## config.mk

```make
export PLATFORM = sky130hd
export DESIGN_NAME = insn_format_decoder
export DESIGN_NICKNAME = d
export VERILOG_FILES = /design/src/hdl/insn_format_pkg.sv /design/src/hdl/first_word_hold.sv /design/src/hdl/insn_format_decoder.sv
export SDC_FILE = /design/constraint.sdc
export NUM_CORES = 1
export LEC_CHECK = 0
export BUFFER_PORTS_ARGS = -buffer_cell sky130_fd_sc_hd__buf_2
export CAP_MARGIN = 5
export CORE_UTILIZATION = 36
export CTS_CLUSTER_SIZE = 24
export DETAILED_ROUTE_END_ITERATION = 12
export SETUP_SLACK_MARGIN = 0.1
export SYNTH_ARGS = -nofsm -noshare
export SYNTH_HDL_FRONTEND = slang
export SYNTH_SLANG_ARGS = --single-unit
export TNS_END_PERCENT = 10
```

## constraint.sdc

```tcl
create_clock -name core_clk -period 5.3 [get_ports core_clk]
set_clock_uncertainty 0.05 [all_clocks]
set_input_delay 0.53 -clock core_clk [delete_from_list [all_inputs] [get_ports core_clk]]
set_output_delay 0.53 -clock core_clk [all_outputs]
set_load 0.1 [all_outputs]
```

## src/hdl/insn_format_pkg.sv

```systemverilog
// Constants and types for the instruction format decoder.
// Assumes 24-bit program words that arrive one per handshake from the fetch stage.
//
// Overview of operation
// - Each single word is 24 bits, top 8 bits are opcode, rest operands.
// - Exactly three opcodes take two program words; every other opcode takes one.
// - Every opcode falls in one of five classes: word/byte, bit, literal, DSP, control.
// - Working-register ops yield first source, moded second source and moded destination.
// - File-register ops yield file address and a select for file or working register zero.
// - Bit ops target moded register or file; bit number is literal or register.
// - Literal moves yield the literal and the register or file that receives it.
// - Literal arithmetic yields first source, literal, and destination only if not source.
// - Multiply-accumulate ops yield accumulator, multiplicands, prefetches and write-back.
// - Other DSP ops yield accumulator, moded operand and literal or register shift.
// - Control ops yield program address where present and table access mode.
package insn_format_pkg;

  localparam int WORD_W   = 24;
  localparam int OPC_MSB  = 23;
  localparam int OPC_LSB  = 16;
  localparam int ADDR_W   = 23;

  // Opcode group is the upper opcode nibble.
  localparam logic [3:0] GRP_CONTROL   = 4'h0;
  localparam logic [3:0] GRP_WORKING_REGISTER_ZERO_LAST = 4'h7;
  localparam logic [3:0] GRP_LIT_MOVE  = 4'h8;
  localparam logic [3:0] GRP_FILE      = 4'h9;
  localparam logic [3:0] GRP_BIT       = 4'hA;
  localparam logic [3:0] GRP_LIT_ARITH = 4'hB;
  localparam logic [3:0] GRP_MAC       = 4'hC;
  localparam logic [3:0] GRP_DSP       = 4'hD;
  localparam logic [3:0] GRP_TABLE     = 4'hE;

  // The three two-word opcodes; codes are arbitrary.
  localparam logic [7:0] OPC_LONG_CALL = 8'h02;
  localparam logic [7:0] OPC_LONG_JUMP = 8'h04;
  localparam logic [7:0] OPC_LOOP      = 8'h08;

  // Opcode flag bits.
  localparam int OPC_BYTE_BIT     = 16;
  localparam int OPC_LIT_FILE_BIT = 19;
  localparam int OPC_TO_SRC_BIT   = 17;

  // Working-register format.
  localparam int SRC1_LSB  = 12;
  localparam int DMODE_LSB = 10;
  localparam int DREG_LSB  = 6;
  localparam int SMODE_LSB = 4;
  localparam int SREG_LSB  = 0;

  // File-register format.
  localparam int FILE_DEST_BIT = 13;
  localparam int FILE_ADDR_W   = 13;

  // Bit format.
  localparam int BIT_TGT_FILE_BIT = 15;
  localparam int BIT_FROM_REG_BIT = 14;
  localparam int BIT_POS_LSB      = 10;
  localparam int BIT_FILE_W       = 10;

  // Literal formats.
  localparam int LIT_MOVE_LSB  = 4;
  localparam int LIT_MOVE_W    = 12;
  localparam int LIT_FMOVE_LSB = 8;
  localparam int LIT_FMOVE_W   = 8;
  localparam int LIT_ARITH_LSB = 6;
  localparam int LIT_ARITH_W   = 6;

  // Multiply-accumulate format.
  localparam int ACC_BIT    = 15;
  localparam int MULX_LSB   = 13;
  localparam int MULY_LSB   = 11;
  localparam int XPF_OP_LSB = 8;
  localparam int XPF_DS_LSB = 6;
  localparam int YPF_OP_LSB = 4;
  localparam int YPF_DS_LSB = 2;
  localparam int WB_LSB     = 0;

  // Other DSP format.
  localparam int SHIFT_REG_BIT = 14;
  localparam int SHIFT_LSB     = 8;
  localparam int SHIFT_W       = 6;

  // Control formats.
  localparam int TBL_MODE_LSB  = 14;
  localparam int ADDR_HI_W     = 7;

  typedef enum logic [4:0] {
    CLS_WORD_BYTE = 5'b00001,
    CLS_BIT       = 5'b00010,
    CLS_LITERAL   = 5'b00100,
    CLS_DSP       = 5'b01000,
    CLS_CONTROL   = 5'b10000
  } insn_class_t;

  typedef enum logic [1:0] {
    ST_FIRST  = 2'b01,
    ST_SECOND = 2'b10
  } fetch_state_t;

endpackage : insn_format_pkg

```

## src/hdl/first_word_hold.sv

```systemverilog
// Holds the first word of a two-word instruction until its partner arrives.
// Assumes the caller pulses load only on a taken first word.
`timescale 1ns/1ps
module first_word_hold
  import insn_format_pkg::*;
(
  input  wire logic              core_clk,  // Core clock.
  input  wire logic              rst,       // Asynchronous reset.
  input  wire logic              load,      // Capture word_in.
  input  wire logic [WORD_W-1:0] word_in,   // Word to hold.
  output logic      [WORD_W-1:0] word_out   // Held word, registered.
);

  always_ff @(posedge core_clk or posedge rst) begin
    if (rst) begin
      word_out <= '0;
    end else if (load) begin
      word_out <= word_in;
    end
  end

endmodule : first_word_hold

```

## src/hdl/insn_format_decoder.sv

```systemverilog
// Splits program words into opcode, class and operand fields, one issue per instruction.
// Assumes the fetch stage presents one word per fetch_valid pulse, in program order.
`timescale 1ns/1ps
module insn_format_decoder
  import insn_format_pkg::*;
(
  input  wire logic              core_clk,                   // Core clock, 200 MHz.
  input  wire logic              rst,                        // Asynchronous reset.
  input  wire logic              fetch_valid,                // Word present this cycle.
  input  wire logic [WORD_W-1:0] fetch_word,                 // Program word.
  output logic                   issue_valid,                // One-cycle issue pulse.
  output logic [7:0]             opcode,                     // Opcode field.
  output insn_class_t            op_class,                   // One-hot class.
  output logic                   two_word,                   // Instruction took two words.
  output logic                   byte_op,                    // Byte rather than word.
  output logic [3:0]             first_source_register,      // First source.
  output logic [3:0]             second_source_register,     // Second source or target.
  output logic [1:0]             second_mode,                // Second source modifier.
  output logic [3:0]             destination_register,       // Destination register.
  output logic [1:0]             dest_mode,                  // Destination modifier.
  output logic                   dest_valid,                 // Destination field used.
  output logic [12:0]            file_addr,                  // File register address.
  output logic                   file_valid,                 // File address used.
  output logic                   to_working_register_zero,   // Result to working reg zero.
  output logic [3:0]             bit_pos,                    // Bit number or its register.
  output logic                   bit_from_reg,               // Bit number from register.
  output logic [15:0]            literal,                    // Literal operand.
  output logic                   multiply_accumulate_class,  // Multiplying DSP op.
  output logic                   acc_sel,                    // Accumulator A=0, B=1.
  output logic [1:0]             mul_x_sel,                  // First multiplicand.
  output logic [1:0]             mul_y_sel,                  // Second multiplicand.
  output logic [2:0]             x_prefetch_op,              // X prefetch, 0 is none.
  output logic [1:0]             x_prefetch_dst,             // X prefetch destination.
  output logic [1:0]             y_prefetch_op,              // Y prefetch, 0 is none.
  output logic [1:0]             y_prefetch_dst,             // Y prefetch destination.
  output logic [1:0]             acc_writeback,              // Write-back, 0 is none.
  output logic                   shift_from_reg,             // Shift held in a register.
  output logic [5:0]             shift_amount,               // Literal or register number.
  output logic [ADDR_W-1:0]      prog_addr,                  // Program address.
  output logic                   addr_valid,                 // Program address used.
  output logic [1:0]             table_mode                  // Table access mode.
);

  // ----------------------------------------------------------------
  // Word sequencing
  // ----------------------------------------------------------------
  fetch_state_t      state_q;
  logic [WORD_W-1:0] first_q;
  logic              first_is_long;
  logic              take_first;
  logic              take_second;

  function automatic logic is_long(input logic [7:0] opc);
    return (opc == OPC_LONG_CALL) || (opc == OPC_LONG_JUMP) || (opc == OPC_LOOP);
  endfunction : is_long

  assign first_is_long = is_long(fetch_word[OPC_MSB:OPC_LSB]);
  assign take_first    = fetch_valid && (state_q == ST_FIRST);
  assign take_second   = fetch_valid && (state_q == ST_SECOND);

  always_ff @(posedge core_clk or posedge rst) begin
    if (rst) begin
      state_q <= ST_FIRST;
    end else begin
      unique case (state_q)
        ST_FIRST: begin
          if (take_first && first_is_long) begin
            state_q <= ST_SECOND;
          end
        end
        ST_SECOND: begin
          if (take_second) begin
            state_q <= ST_FIRST;
          end
        end
        default: state_q <= ST_FIRST;
      endcase
    end
  end

  first_word_hold u_hold (
    .core_clk (core_clk),
    .rst      (rst),
    .load     (take_first && first_is_long),
    .word_in  (fetch_word),
    .word_out (first_q)
  );

  // ----------------------------------------------------------------
  // Field decode
  // ----------------------------------------------------------------
  // The opcode word is the held word while a second word completes it.
  logic [WORD_W-1:0] w;
  logic [7:0]        opc;
  logic [3:0]        grp;
  logic              issue_d;

  assign w       = take_second ? first_q : fetch_word;
  assign opc     = w[OPC_MSB:OPC_LSB];
  assign grp     = opc[7:4];
  assign issue_d = take_second || (take_first && !first_is_long);

  insn_class_t class_d;

  always_comb begin
    if (grp >= 4'h1 && grp <= GRP_WORKING_REGISTER_ZERO_LAST) begin
      class_d = CLS_WORD_BYTE;
    end else if (grp == GRP_FILE) begin
      class_d = CLS_WORD_BYTE;
    end else if (grp == GRP_BIT) begin
      class_d = CLS_BIT;
    end else if (grp == GRP_LIT_MOVE || grp == GRP_LIT_ARITH) begin
      class_d = CLS_LITERAL;
    end else if (grp == GRP_MAC || grp == GRP_DSP) begin
      class_d = CLS_DSP;
    end else begin
      class_d = CLS_CONTROL;
    end
  end

  // ----------------------------------------------------------------
  // Issue register
  // ----------------------------------------------------------------
  // Every operand field is cleared at each issue before its class loads it, so stale operands never leak into a later class.
  always_ff @(posedge core_clk or posedge rst) begin
    if (rst) begin
      issue_valid <= 1'b0;
    end else begin
      issue_valid <= issue_d;
    end
  end

  always_ff @(posedge core_clk or posedge rst) begin
    if (rst) begin
      opcode <= 8'h00;  op_class <= CLS_CONTROL;  two_word <= 1'b0;  byte_op <= 1'b0;
      first_source_register <= 4'h0;  second_source_register <= 4'h0;  second_mode <= 2'h0;
      destination_register <= 4'h0;  dest_mode <= 2'h0;  dest_valid <= 1'b0;
      file_addr <= 13'h0000;  file_valid <= 1'b0;  to_working_register_zero <= 1'b0;
      bit_pos <= 4'h0;  bit_from_reg <= 1'b0;  literal <= 16'h0000;
      multiply_accumulate_class <= 1'b0;  acc_sel <= 1'b0;
      mul_x_sel <= 2'h0;  mul_y_sel <= 2'h0;  x_prefetch_op <= 3'h0;  x_prefetch_dst <= 2'h0;
      y_prefetch_op <= 2'h0;  y_prefetch_dst <= 2'h0;  acc_writeback <= 2'h0;
      shift_from_reg <= 1'b0;  shift_amount <= 6'h00;
      prog_addr <= 23'h000000;  addr_valid <= 1'b0;  table_mode <= 2'h0;
    end else if (issue_d) begin
      opcode   <= opc;
      op_class <= class_d;
      two_word <= take_second;
      byte_op  <= w[OPC_BYTE_BIT];
      first_source_register <= 4'h0;  second_source_register <= 4'h0;  second_mode <= 2'h0;
      destination_register <= 4'h0;  dest_mode <= 2'h0;  dest_valid <= 1'b0;
      file_addr <= 13'h0000;  file_valid <= 1'b0;  to_working_register_zero <= 1'b0;
      bit_pos <= 4'h0;  bit_from_reg <= 1'b0;  literal <= 16'h0000;
      multiply_accumulate_class <= 1'b0;  acc_sel <= 1'b0;
      mul_x_sel <= 2'h0;  mul_y_sel <= 2'h0;  x_prefetch_op <= 3'h0;  x_prefetch_dst <= 2'h0;
      y_prefetch_op <= 2'h0;  y_prefetch_dst <= 2'h0;  acc_writeback <= 2'h0;
      shift_from_reg <= 1'b0;  shift_amount <= 6'h00;
      prog_addr <= 23'h000000;  addr_valid <= 1'b0;  table_mode <= 2'h0;
      if (grp >= 4'h1 && grp <= GRP_WORKING_REGISTER_ZERO_LAST) begin
        first_source_register  <= w[SRC1_LSB +: 4];
        second_source_register <= w[SREG_LSB +: 4];
        second_mode            <= w[SMODE_LSB +: 2];
        destination_register   <= w[DREG_LSB +: 4];
        dest_mode              <= w[DMODE_LSB +: 2];
        dest_valid             <= 1'b1;
      end else if (grp == GRP_FILE) begin
        file_addr                <= w[FILE_ADDR_W-1:0];
        file_valid               <= 1'b1;
        to_working_register_zero <= w[FILE_DEST_BIT];
      end else if (grp == GRP_BIT) begin
        bit_pos      <= w[BIT_POS_LSB +: 4];
        bit_from_reg <= w[BIT_FROM_REG_BIT];
        if (w[BIT_TGT_FILE_BIT]) begin
          file_addr  <= {3'h0, w[BIT_FILE_W-1:0]};
          file_valid <= 1'b1;
        end else begin
          second_source_register <= w[SREG_LSB +: 4];
          second_mode            <= w[SMODE_LSB +: 2];
        end
      end else if (grp == GRP_LIT_MOVE) begin
        if (w[OPC_LIT_FILE_BIT]) begin
          literal    <= {8'h00, w[LIT_FMOVE_LSB +: LIT_FMOVE_W]};
          file_addr  <= {5'h00, w[LIT_FMOVE_W-1:0]};
          file_valid <= 1'b1;
        end else begin
          literal              <= {4'h0, w[LIT_MOVE_LSB +: LIT_MOVE_W]};
          destination_register <= w[SREG_LSB +: 4];
          dest_valid           <= 1'b1;
        end
      end else if (grp == GRP_LIT_ARITH) begin
        first_source_register <= w[SRC1_LSB +: 4];
        literal               <= {10'h000, w[LIT_ARITH_LSB +: LIT_ARITH_W]};
        if (!w[OPC_TO_SRC_BIT]) begin
          destination_register <= w[SREG_LSB +: 4];
          dest_mode            <= w[SMODE_LSB +: 2];
          dest_valid           <= 1'b1;
        end
      end else if (grp == GRP_MAC) begin
        multiply_accumulate_class <= 1'b1;
        acc_sel        <= w[ACC_BIT];
        mul_x_sel      <= w[MULX_LSB +: 2];
        mul_y_sel      <= w[MULY_LSB +: 2];
        x_prefetch_op  <= w[XPF_OP_LSB +: 3];
        x_prefetch_dst <= w[XPF_DS_LSB +: 2];
        y_prefetch_op  <= w[YPF_OP_LSB +: 2];
        y_prefetch_dst <= w[YPF_DS_LSB +: 2];
        acc_writeback  <= w[WB_LSB +: 2];
      end else if (grp == GRP_DSP) begin
        acc_sel                <= w[ACC_BIT];
        shift_from_reg         <= w[SHIFT_REG_BIT];
        shift_amount           <= w[SHIFT_LSB +: SHIFT_W];
        second_source_register <= w[SREG_LSB +: 4];
        second_mode            <= w[SMODE_LSB +: 2];
      end else if (grp == GRP_TABLE) begin
        table_mode <= w[TBL_MODE_LSB +: 2];
      end else if (take_second) begin
        // Low address bits ride in the first word, high bits in the second.
        prog_addr  <= {fetch_word[ADDR_HI_W-1:0], first_q[15:0]};
        addr_valid <= 1'b1;
        if (opc == OPC_LOOP) begin
          literal <= {8'h00, fetch_word[OPC_MSB:OPC_LSB]};
        end
      end
    end
  end

  // ----------------------------------------------------------------
  // Checks
  // ----------------------------------------------------------------
  long_holds_issue_a: assert property (
    @(posedge core_clk) disable iff (rst)
    (take_first && first_is_long) |=> !issue_valid)
    else $error("Issue seen right after a first word of a two-word opcode.");

  single_issue_next_a: assert property (
    @(posedge core_clk) disable iff (rst)
    (take_first && !first_is_long) |=> (issue_valid && !two_word))
    else $error("Single-word instruction did not issue next cycle.");

  long_opcode_set_a: assert property (
    @(posedge core_clk) disable iff (rst)
    issue_valid |-> (two_word == is_long(opcode)))
    else $error("Two-word flag disagrees with opcode.");

  opcode_copy_a: assert property (
    @(posedge core_clk) disable iff (rst)
    (take_first && !first_is_long) |=> (opcode == $past(fetch_word[OPC_MSB:OPC_LSB])))
    else $error("Opcode is not the leading eight bits.");

  class_onehot_a: assert property (
    @(posedge core_clk) disable iff (rst)
    issue_valid |-> ($onehot(op_class)
      && ((op_class == CLS_BIT) == (opcode[7:4] == GRP_BIT))
      && ((op_class == CLS_DSP) == (opcode[7:4] == GRP_MAC || opcode[7:4] == GRP_DSP))))
    else $error("Class is not one of five.");

  file_dest_sel_a: assert property (
    @(posedge core_clk) disable iff (rst)
    (take_first && fetch_word[OPC_MSB -: 4] == GRP_FILE)
      |=> (to_working_register_zero == $past(fetch_word[FILE_DEST_BIT]) && file_valid))
    else $error("File destination select not taken from its bit.");

  lit_arith_dest_a: assert property (
    @(posedge core_clk) disable iff (rst)
    (issue_valid && opcode[7:4] == GRP_LIT_ARITH) |-> (dest_valid != opcode[1]))
    else $error("Literal arithmetic destination use is wrong.");

  mac_acc_field_a: assert property (
    @(posedge core_clk) disable iff (rst)
    (take_first && fetch_word[OPC_MSB -: 4] == GRP_MAC)
      |=> (multiply_accumulate_class && acc_sel == $past(fetch_word[ACC_BIT])))
    else $error("Accumulator select not taken.");

  long_addr_join_a: assert property (
    @(posedge core_clk) disable iff (rst)
    take_second |=> (addr_valid && two_word
      && prog_addr == {$past(fetch_word[ADDR_HI_W-1:0]), $past(first_q[15:0])}))
    else $error("Two-word program address not joined.");

endmodule : insn_format_decoder

```

# ---- Yosys cells after proc, flatten, opt, wreduce, memory -nomap -nowiden
# Cells that the tools add are included.
# W data, S select, Z words.
dict set report totals {
  register_bits 145
  inputBits 27
  output_inout_bits 119
  wordCells 238
}
dict set report op_classes {
  n_lt_le_gt_ge 2
  n_eq_ne 15
  n_mux 176
  n_reduce_logical 12
}
# operator count
set op_table {}
lappend op_table {{$mux W23} 9}
lappend op_table {{$mux W2} 60}
lappend op_table {{$mux W4} 23}
lappend op_table {{$mux W16} 4}
lappend op_table {{$mux W8} 8}
lappend op_table {{$mux W1} 47}
lappend op_table {{$mux W6} 7}
lappend op_table {{$mux W13} 3}
lappend op_table {{$eq A4 B4 Y1 const B} 7}
lappend op_table {{$mux W5} 5}
lappend op_table {{$mux W24} 1}
lappend op_table {{$mux W3} 6}
lappend op_table {{$eq A8 B4 Y1 const B} 2}
lappend op_table {{$mux W12} 1}
lappend op_table {{$mux W10} 1}
lappend op_table {{$eq A8 B2 Y1 const B} 1}
lappend op_table {{$eq A8 B3 Y1 const B} 1}
lappend op_table {{$logic_and A1 B1 Y1} 5}
lappend op_table {{$logic_or A1 B1 Y1} 5}
lappend op_table {{$ge A4 B1 Y1 const B} 1}
lappend op_table {{$le A4 B3 Y1 const B} 1}
lappend op_table {{$pmux W2 S2} 1}
lappend op_table {{$eq A2 B1 Y1 const B} 1}
lappend op_table {{$eq A2 B2 Y1 const B} 1}
lappend op_table {{other kinds (4)} 4}

# ---- Longest topological paths before layout
dict set report depth {
  word_depth 14
  depth_mapped 8
  mapped_depth_nobuf 6
}

# ---- Hierarchy
# Synthesis repeated with hierarchy kept, for this count alone.
dict set report unflattened {
  cells_unflattened 591
  hier_area_um2 6578.8
}
# module n_inst cells_per_inst area_per_inst_um2 seq_area_each_um2
set modules_own_cells {}
lappend modules_own_cells {insn_format_decoder 1 539 5577.8 2905.3}
lappend modules_own_cells {first_word_hold 1 52 1001.0 600.6}

# ---- Worst setup path after synthesis
# Ideal clock, no wire load.
dict set report synth_timing {
  path_kind {input -> register}
  start {input port fetch_word[19]}
  end {register u_hold.word_out[10]}
  setup_ns 0.125
  t_arrival_ns 1.954
  required_ns 5.125
  slack_ns 3.171
  stages 6
  path_buffers 2
  path_cell_list {clkbuf_1 a21oi_1 nand4_2 nor3_4 buf_4 mux2_2}
}
dict set report synth_via {
  elab_chain_cells 4
  elab_cells_between_ends 6
  classes_between {eq/ne (3); reduce/logical (3)}
}
# item line_no
set synth_lines {}
lappend synth_lines {{start: declaration} insn_format_decoder.sv:10} ;# input wire logic [WORD_W-1:0] fetch_word,
lappend synth_lines {{$eq A8 B2 Y1 or $eq A8 B3 Y1 (tied branches)} insn_format_decoder.sv:54} ;# return (opc == OPC_LONG_CALL) || (opc == OPC_LONG_JUMP) || (opc == OPC_LOOP);
lappend synth_lines {{$logic_or A1 B1 Y1} insn_format_decoder.sv:54}
lappend synth_lines {{$logic_or A1 B1 Y1 (*)} insn_format_decoder.sv:54}
lappend synth_lines {{$logic_and A1 B1 Y1 (*)} insn_format_decoder.sv:84} ;# .load (take_first && first_is_long),
lappend synth_lines {{end signal: assignment} first_word_hold.sv:18} ;# word_out <= word_in;
lappend synth_lines {{end: declaration} first_word_hold.sv:11} ;# output logic [WORD_W-1:0] word_out
# Every way passes the cells marked *; elsewhere a longest branch is shown, timed or not.
# A chain may end at the register's enable or synchronous reset.

# ---- Worst setup path after layout
dict set report layout_timing {
  start {register state_q[0]}
  end {register dest_mode[1]}
}
dict set report layout_via {
  elab_chain_cells 9
  elab_cells_between_ends 20
  classes_between {order compare (2); eq/ne (6); mux (7); reduce/logical (5)}
}
# item line_no
set layout_lines {}
lappend layout_lines {{start: declaration} insn_format_decoder.sv:47} ;# fetch_state_t state_q;
lappend layout_lines {{start signal: assignment} insn_format_decoder.sv:63} ;# state_q <= ST_FIRST;
lappend layout_lines {{start signal: assignment} insn_format_decoder.sv:68} ;# state_q <= ST_SECOND;
lappend layout_lines {{start signal: assignment} insn_format_decoder.sv:73} ;# state_q <= ST_FIRST;
lappend layout_lines {{$eq A2 B2 Y1} insn_format_decoder.sv:59} ;# assign take_second = fetch_valid && (state_q == ST_SECOND);
lappend layout_lines {{$logic_and A1 B1 Y1} insn_format_decoder.sv:59}
lappend layout_lines {{$mux W24} insn_format_decoder.sv:98} ;# assign w = take_second ? first_q : fetch_word;
lappend layout_lines {{$eq A4 B4 Y1 or $mux W2 (tied branches)} {insn_format_decoder.sv:190, insn_format_decoder.sv:193}}
lappend layout_lines {{$mux W2} insn_format_decoder.sv:190} ;# end else if (grp == GRP_LIT_ARITH) begin
lappend layout_lines {{$mux W2} insn_format_decoder.sv:180} ;# end else if (grp == GRP_LIT_MOVE) begin
lappend layout_lines {{$mux W2} insn_format_decoder.sv:170} ;# end else if (grp == GRP_BIT) begin
lappend layout_lines {{$mux W2} insn_format_decoder.sv:166} ;# end else if (grp == GRP_FILE) begin
lappend layout_lines {{$mux W2} insn_format_decoder.sv:159} ;# if (grp >= 4'h1 && grp <= GRP_WORKING_REGISTER_ZERO_LAST) begin
lappend layout_lines {{end signal: assignment} insn_format_decoder.sv:164} ;# dest_mode <= w[DMODE_LSB +: 2];
lappend layout_lines {{end signal: assignment} insn_format_decoder.sv:195} ;# dest_mode <= w[SMODE_LSB +: 2];
lappend layout_lines {{end: declaration} insn_format_decoder.sv:20} ;# output logic [1:0] dest_mode,
# Parallel ways exist; a longest one is shown, timed or not.

==> impl_metrics.toml <==
[power]
p_total_w = 0.00298
ir_worst_vdd_mv = 0.219
pwr_density_cell_mw_per_mm2 = 380
cellLeakagePower_nw = 3.98

[global_route]
grt_pass1_wl_mm = 29.4
grt_antenna_before_repair = 0
overflow = 0
grt_start_max_net_pins = 97
track_usage_pct = 21.6
grt_pass1_vias = 5052

[finish]
layout_common_cells = "141 x buf_2, 138 x dfrtp_1, 90 x nand2_1"
fin_util_pct = 45.2
mostFrequentLayoutCell = "buf_2"
fin_nets = 739
syn2layout_area_growth_pct = 22.3
diodes = 0
fill_cells = 1685
fin_area_sq_mm = 0.00784
largest_reg_flops = 24
reg_top3 = "u_hold.word_out: 24 flops, prog_addr: 23 flops, file_addr: 13 flops"
max_flop_register = "u_hold.word_out"
drive_gt1_share_pct = 30.5

[synthesis]
synth_area_per_cell_sq_um = 10.9
synthFlopType = "dfrtp_1"
ys_types = 58
synth_cells = 590
synth_edf_count = 0
ys_seq_elements = 140
async_reset_ff_share_pct = 100
synth_area_sq_mm = 0.00641
synth_warnings = 0
ys_seq_area_share_pct = 54.7

[die]
die_y_microns = 135
initial_core_util_pct = 36.9
ios = 146
core_sq_mm = 0.0174
die_w_microns = 135
row_count = 48
dieArea_sq_mm = 0.0183

[clock_network]
cts_resized = 0
cts.path.max_buffers = 2
cts_tree = "yes"
clock_sinks = 140
clkTransAtPathRegs_ps = 60
cts_inserted_buffers = 17
ctsHoldBuffers = 0
post_cts_buffers = 0
ctsHtreeMaxLevel = 4
root_buffer = "clkbuf_16"
clk_latency_ps = 420

[flow_run]
maxCapViolCount = 0

[route]
routed-wl-met2_mm = 8.68
routed.top_layer = "met4"
detail_route.wl_per_cell_microns = 20.0
drc = 0
ant_nets = 0
detailroute.wirelength.met3_mm = 1.30
drt_iter0_markers = 428
dr_total_vias = 5266
drtPass1Iterations = 7
m1WireLength_mm = 8.66
vias_per_cell = 5.54
routed_wl_mm = 19.0

[worst_setup_path]
critical_path.cell_chain = "nand3b_1 > buf_4 > mux2i_1 > o221ai_1 > o21a_1"
r2r_setup_slack_ps = 2220
path_delay_family = "multiplexers"
rr_startpoint = "state_q[0]"
arrival_ps = 3330
slowest_stage = "mux2i_1"
critPathLaunchType = "flop"
cpPeakStageDelay_ps = 790
cp.required_ps = 5560
ff2ff_path_depth = 5
critPathKind = "flop to flop"
critical_path_peak_fanout = 18
critPathBufInv = 1
end_kind = "flop"
rr_endpoint = "dest_mode[1]"

[timing]
hold_violations = 0
fin_crit_ps = 3080
slew_viol_final = 0
final.period_utilization_pct = 58.0
tightest_slew_ps = 1060
finalSetupViolCount = 0
slew_headroom_pct = 29.1
max_freq_mhz = 325
tns_ps = 0
rsz0062_at_grt = "false"

[place]
placed_cell_area_sq_mm = 0.00721
routabilityCongestion = 0.903
dp_hpwl_mm = 13.3
port_buffers = 141

[hold_path]
hold_path.class = "input pin to asynchronous set/reset pin"

[status]
status = "completed"
[worst max path at each step]
stage	end	slack, ps	from	cells past startpoint
global route	file_addr[1]	2020	fetch_word[22]	8
detailed placement	file_addr[4]	1830	fetch_word[22]	8
CTS	dest_mode[1]	2240	state_q[0]	5
floorplan	acc_sel	970	rst	1
finish	dest_mode[1]	2220	state_q[0]	5
global placement	file_addr[1]	1970	fetch_word[22]	8
[cells by family after synthesis]
group	after synthesis	synth area share, %
AO/OA/AOI/OAI	178	19.4
AND/OR/NAND/NOR	162	12.7
flip-flops	140	54.7
buffers and inverters	58	4.71
multiplexers	51	8.44
other	1	0.0585
[synth_stat cells, drive strengths merged, types with 2 or more instances]
master    n  area, sq um
o221ai    5         43.8
nand3     3         20.0
o21a      6         45.0
o211ai    2         15.0
a311o     2         20.0
a32oi     3         26.3
dfstp     2         52.6
a21o      3         22.5
or2       2         12.5
or3       4         35.0
a31o      2         17.5
nand4     2         18.8
nand3b    4         30.0
a211o     6         52.6
inv       9         33.8
o21ai    50          250
buf      36          218
nor2     18         67.6
a211oi   16          120
a22o     29          254
o31ai    29          218
mux2     24          270
nand2b    4         25.0
nor2b    17          106
nor3      8         62.6
nor4      3         40.0
mux2i    27          270
a31oi     7         43.8
a21oi    13         76.3
dfrtp   138         3450
clkbuf   13         50.0
nand2    90          338
nor4b     2         17.5
[layout make-up]
type / count / area [sq um] / share of cell area (%)
flip-flops and latches: 140 / 3510 / 44.7
multi-input cells: 395 / 2620 / 33.4
repair buffers: 149 / 766 / 9.77
clock buffers: 19 / 443 / 5.65
well taps: 225 / 282 / 3.59
clock inverters: 13 / 189 / 2.41
inverters: 9 / 38.8 / 0.495
[per-stage QoR]
step | std cells | worst slack, ps | hold WS (ps)
2_1_floorplan | 593 | 970 | 433
3_3_place_gp | 918 | 1970 | 406
3_5_place_dp | 918 | 1830 | 415
4_1_cts | 950 | 2240 | 280
5_1_grt | 950 | 2020 | 289
6_report | 950 | 2220 | 226
[power breakdown]
part           switching (W)  internal, W
Combinational       0.000432    0.0000933
Clock               0.000469     0.000804
Sequential         0.0000588      0.00113
Total               0.000959      0.00202
[routing by layer]
layer	vias up	track usage, %
li1	2391	-
met1	2615	30.8
met2	237	32.4
met3	23	4.90
met4	0	7.18
met5	-	0
(Power assumes the default switching activity.)
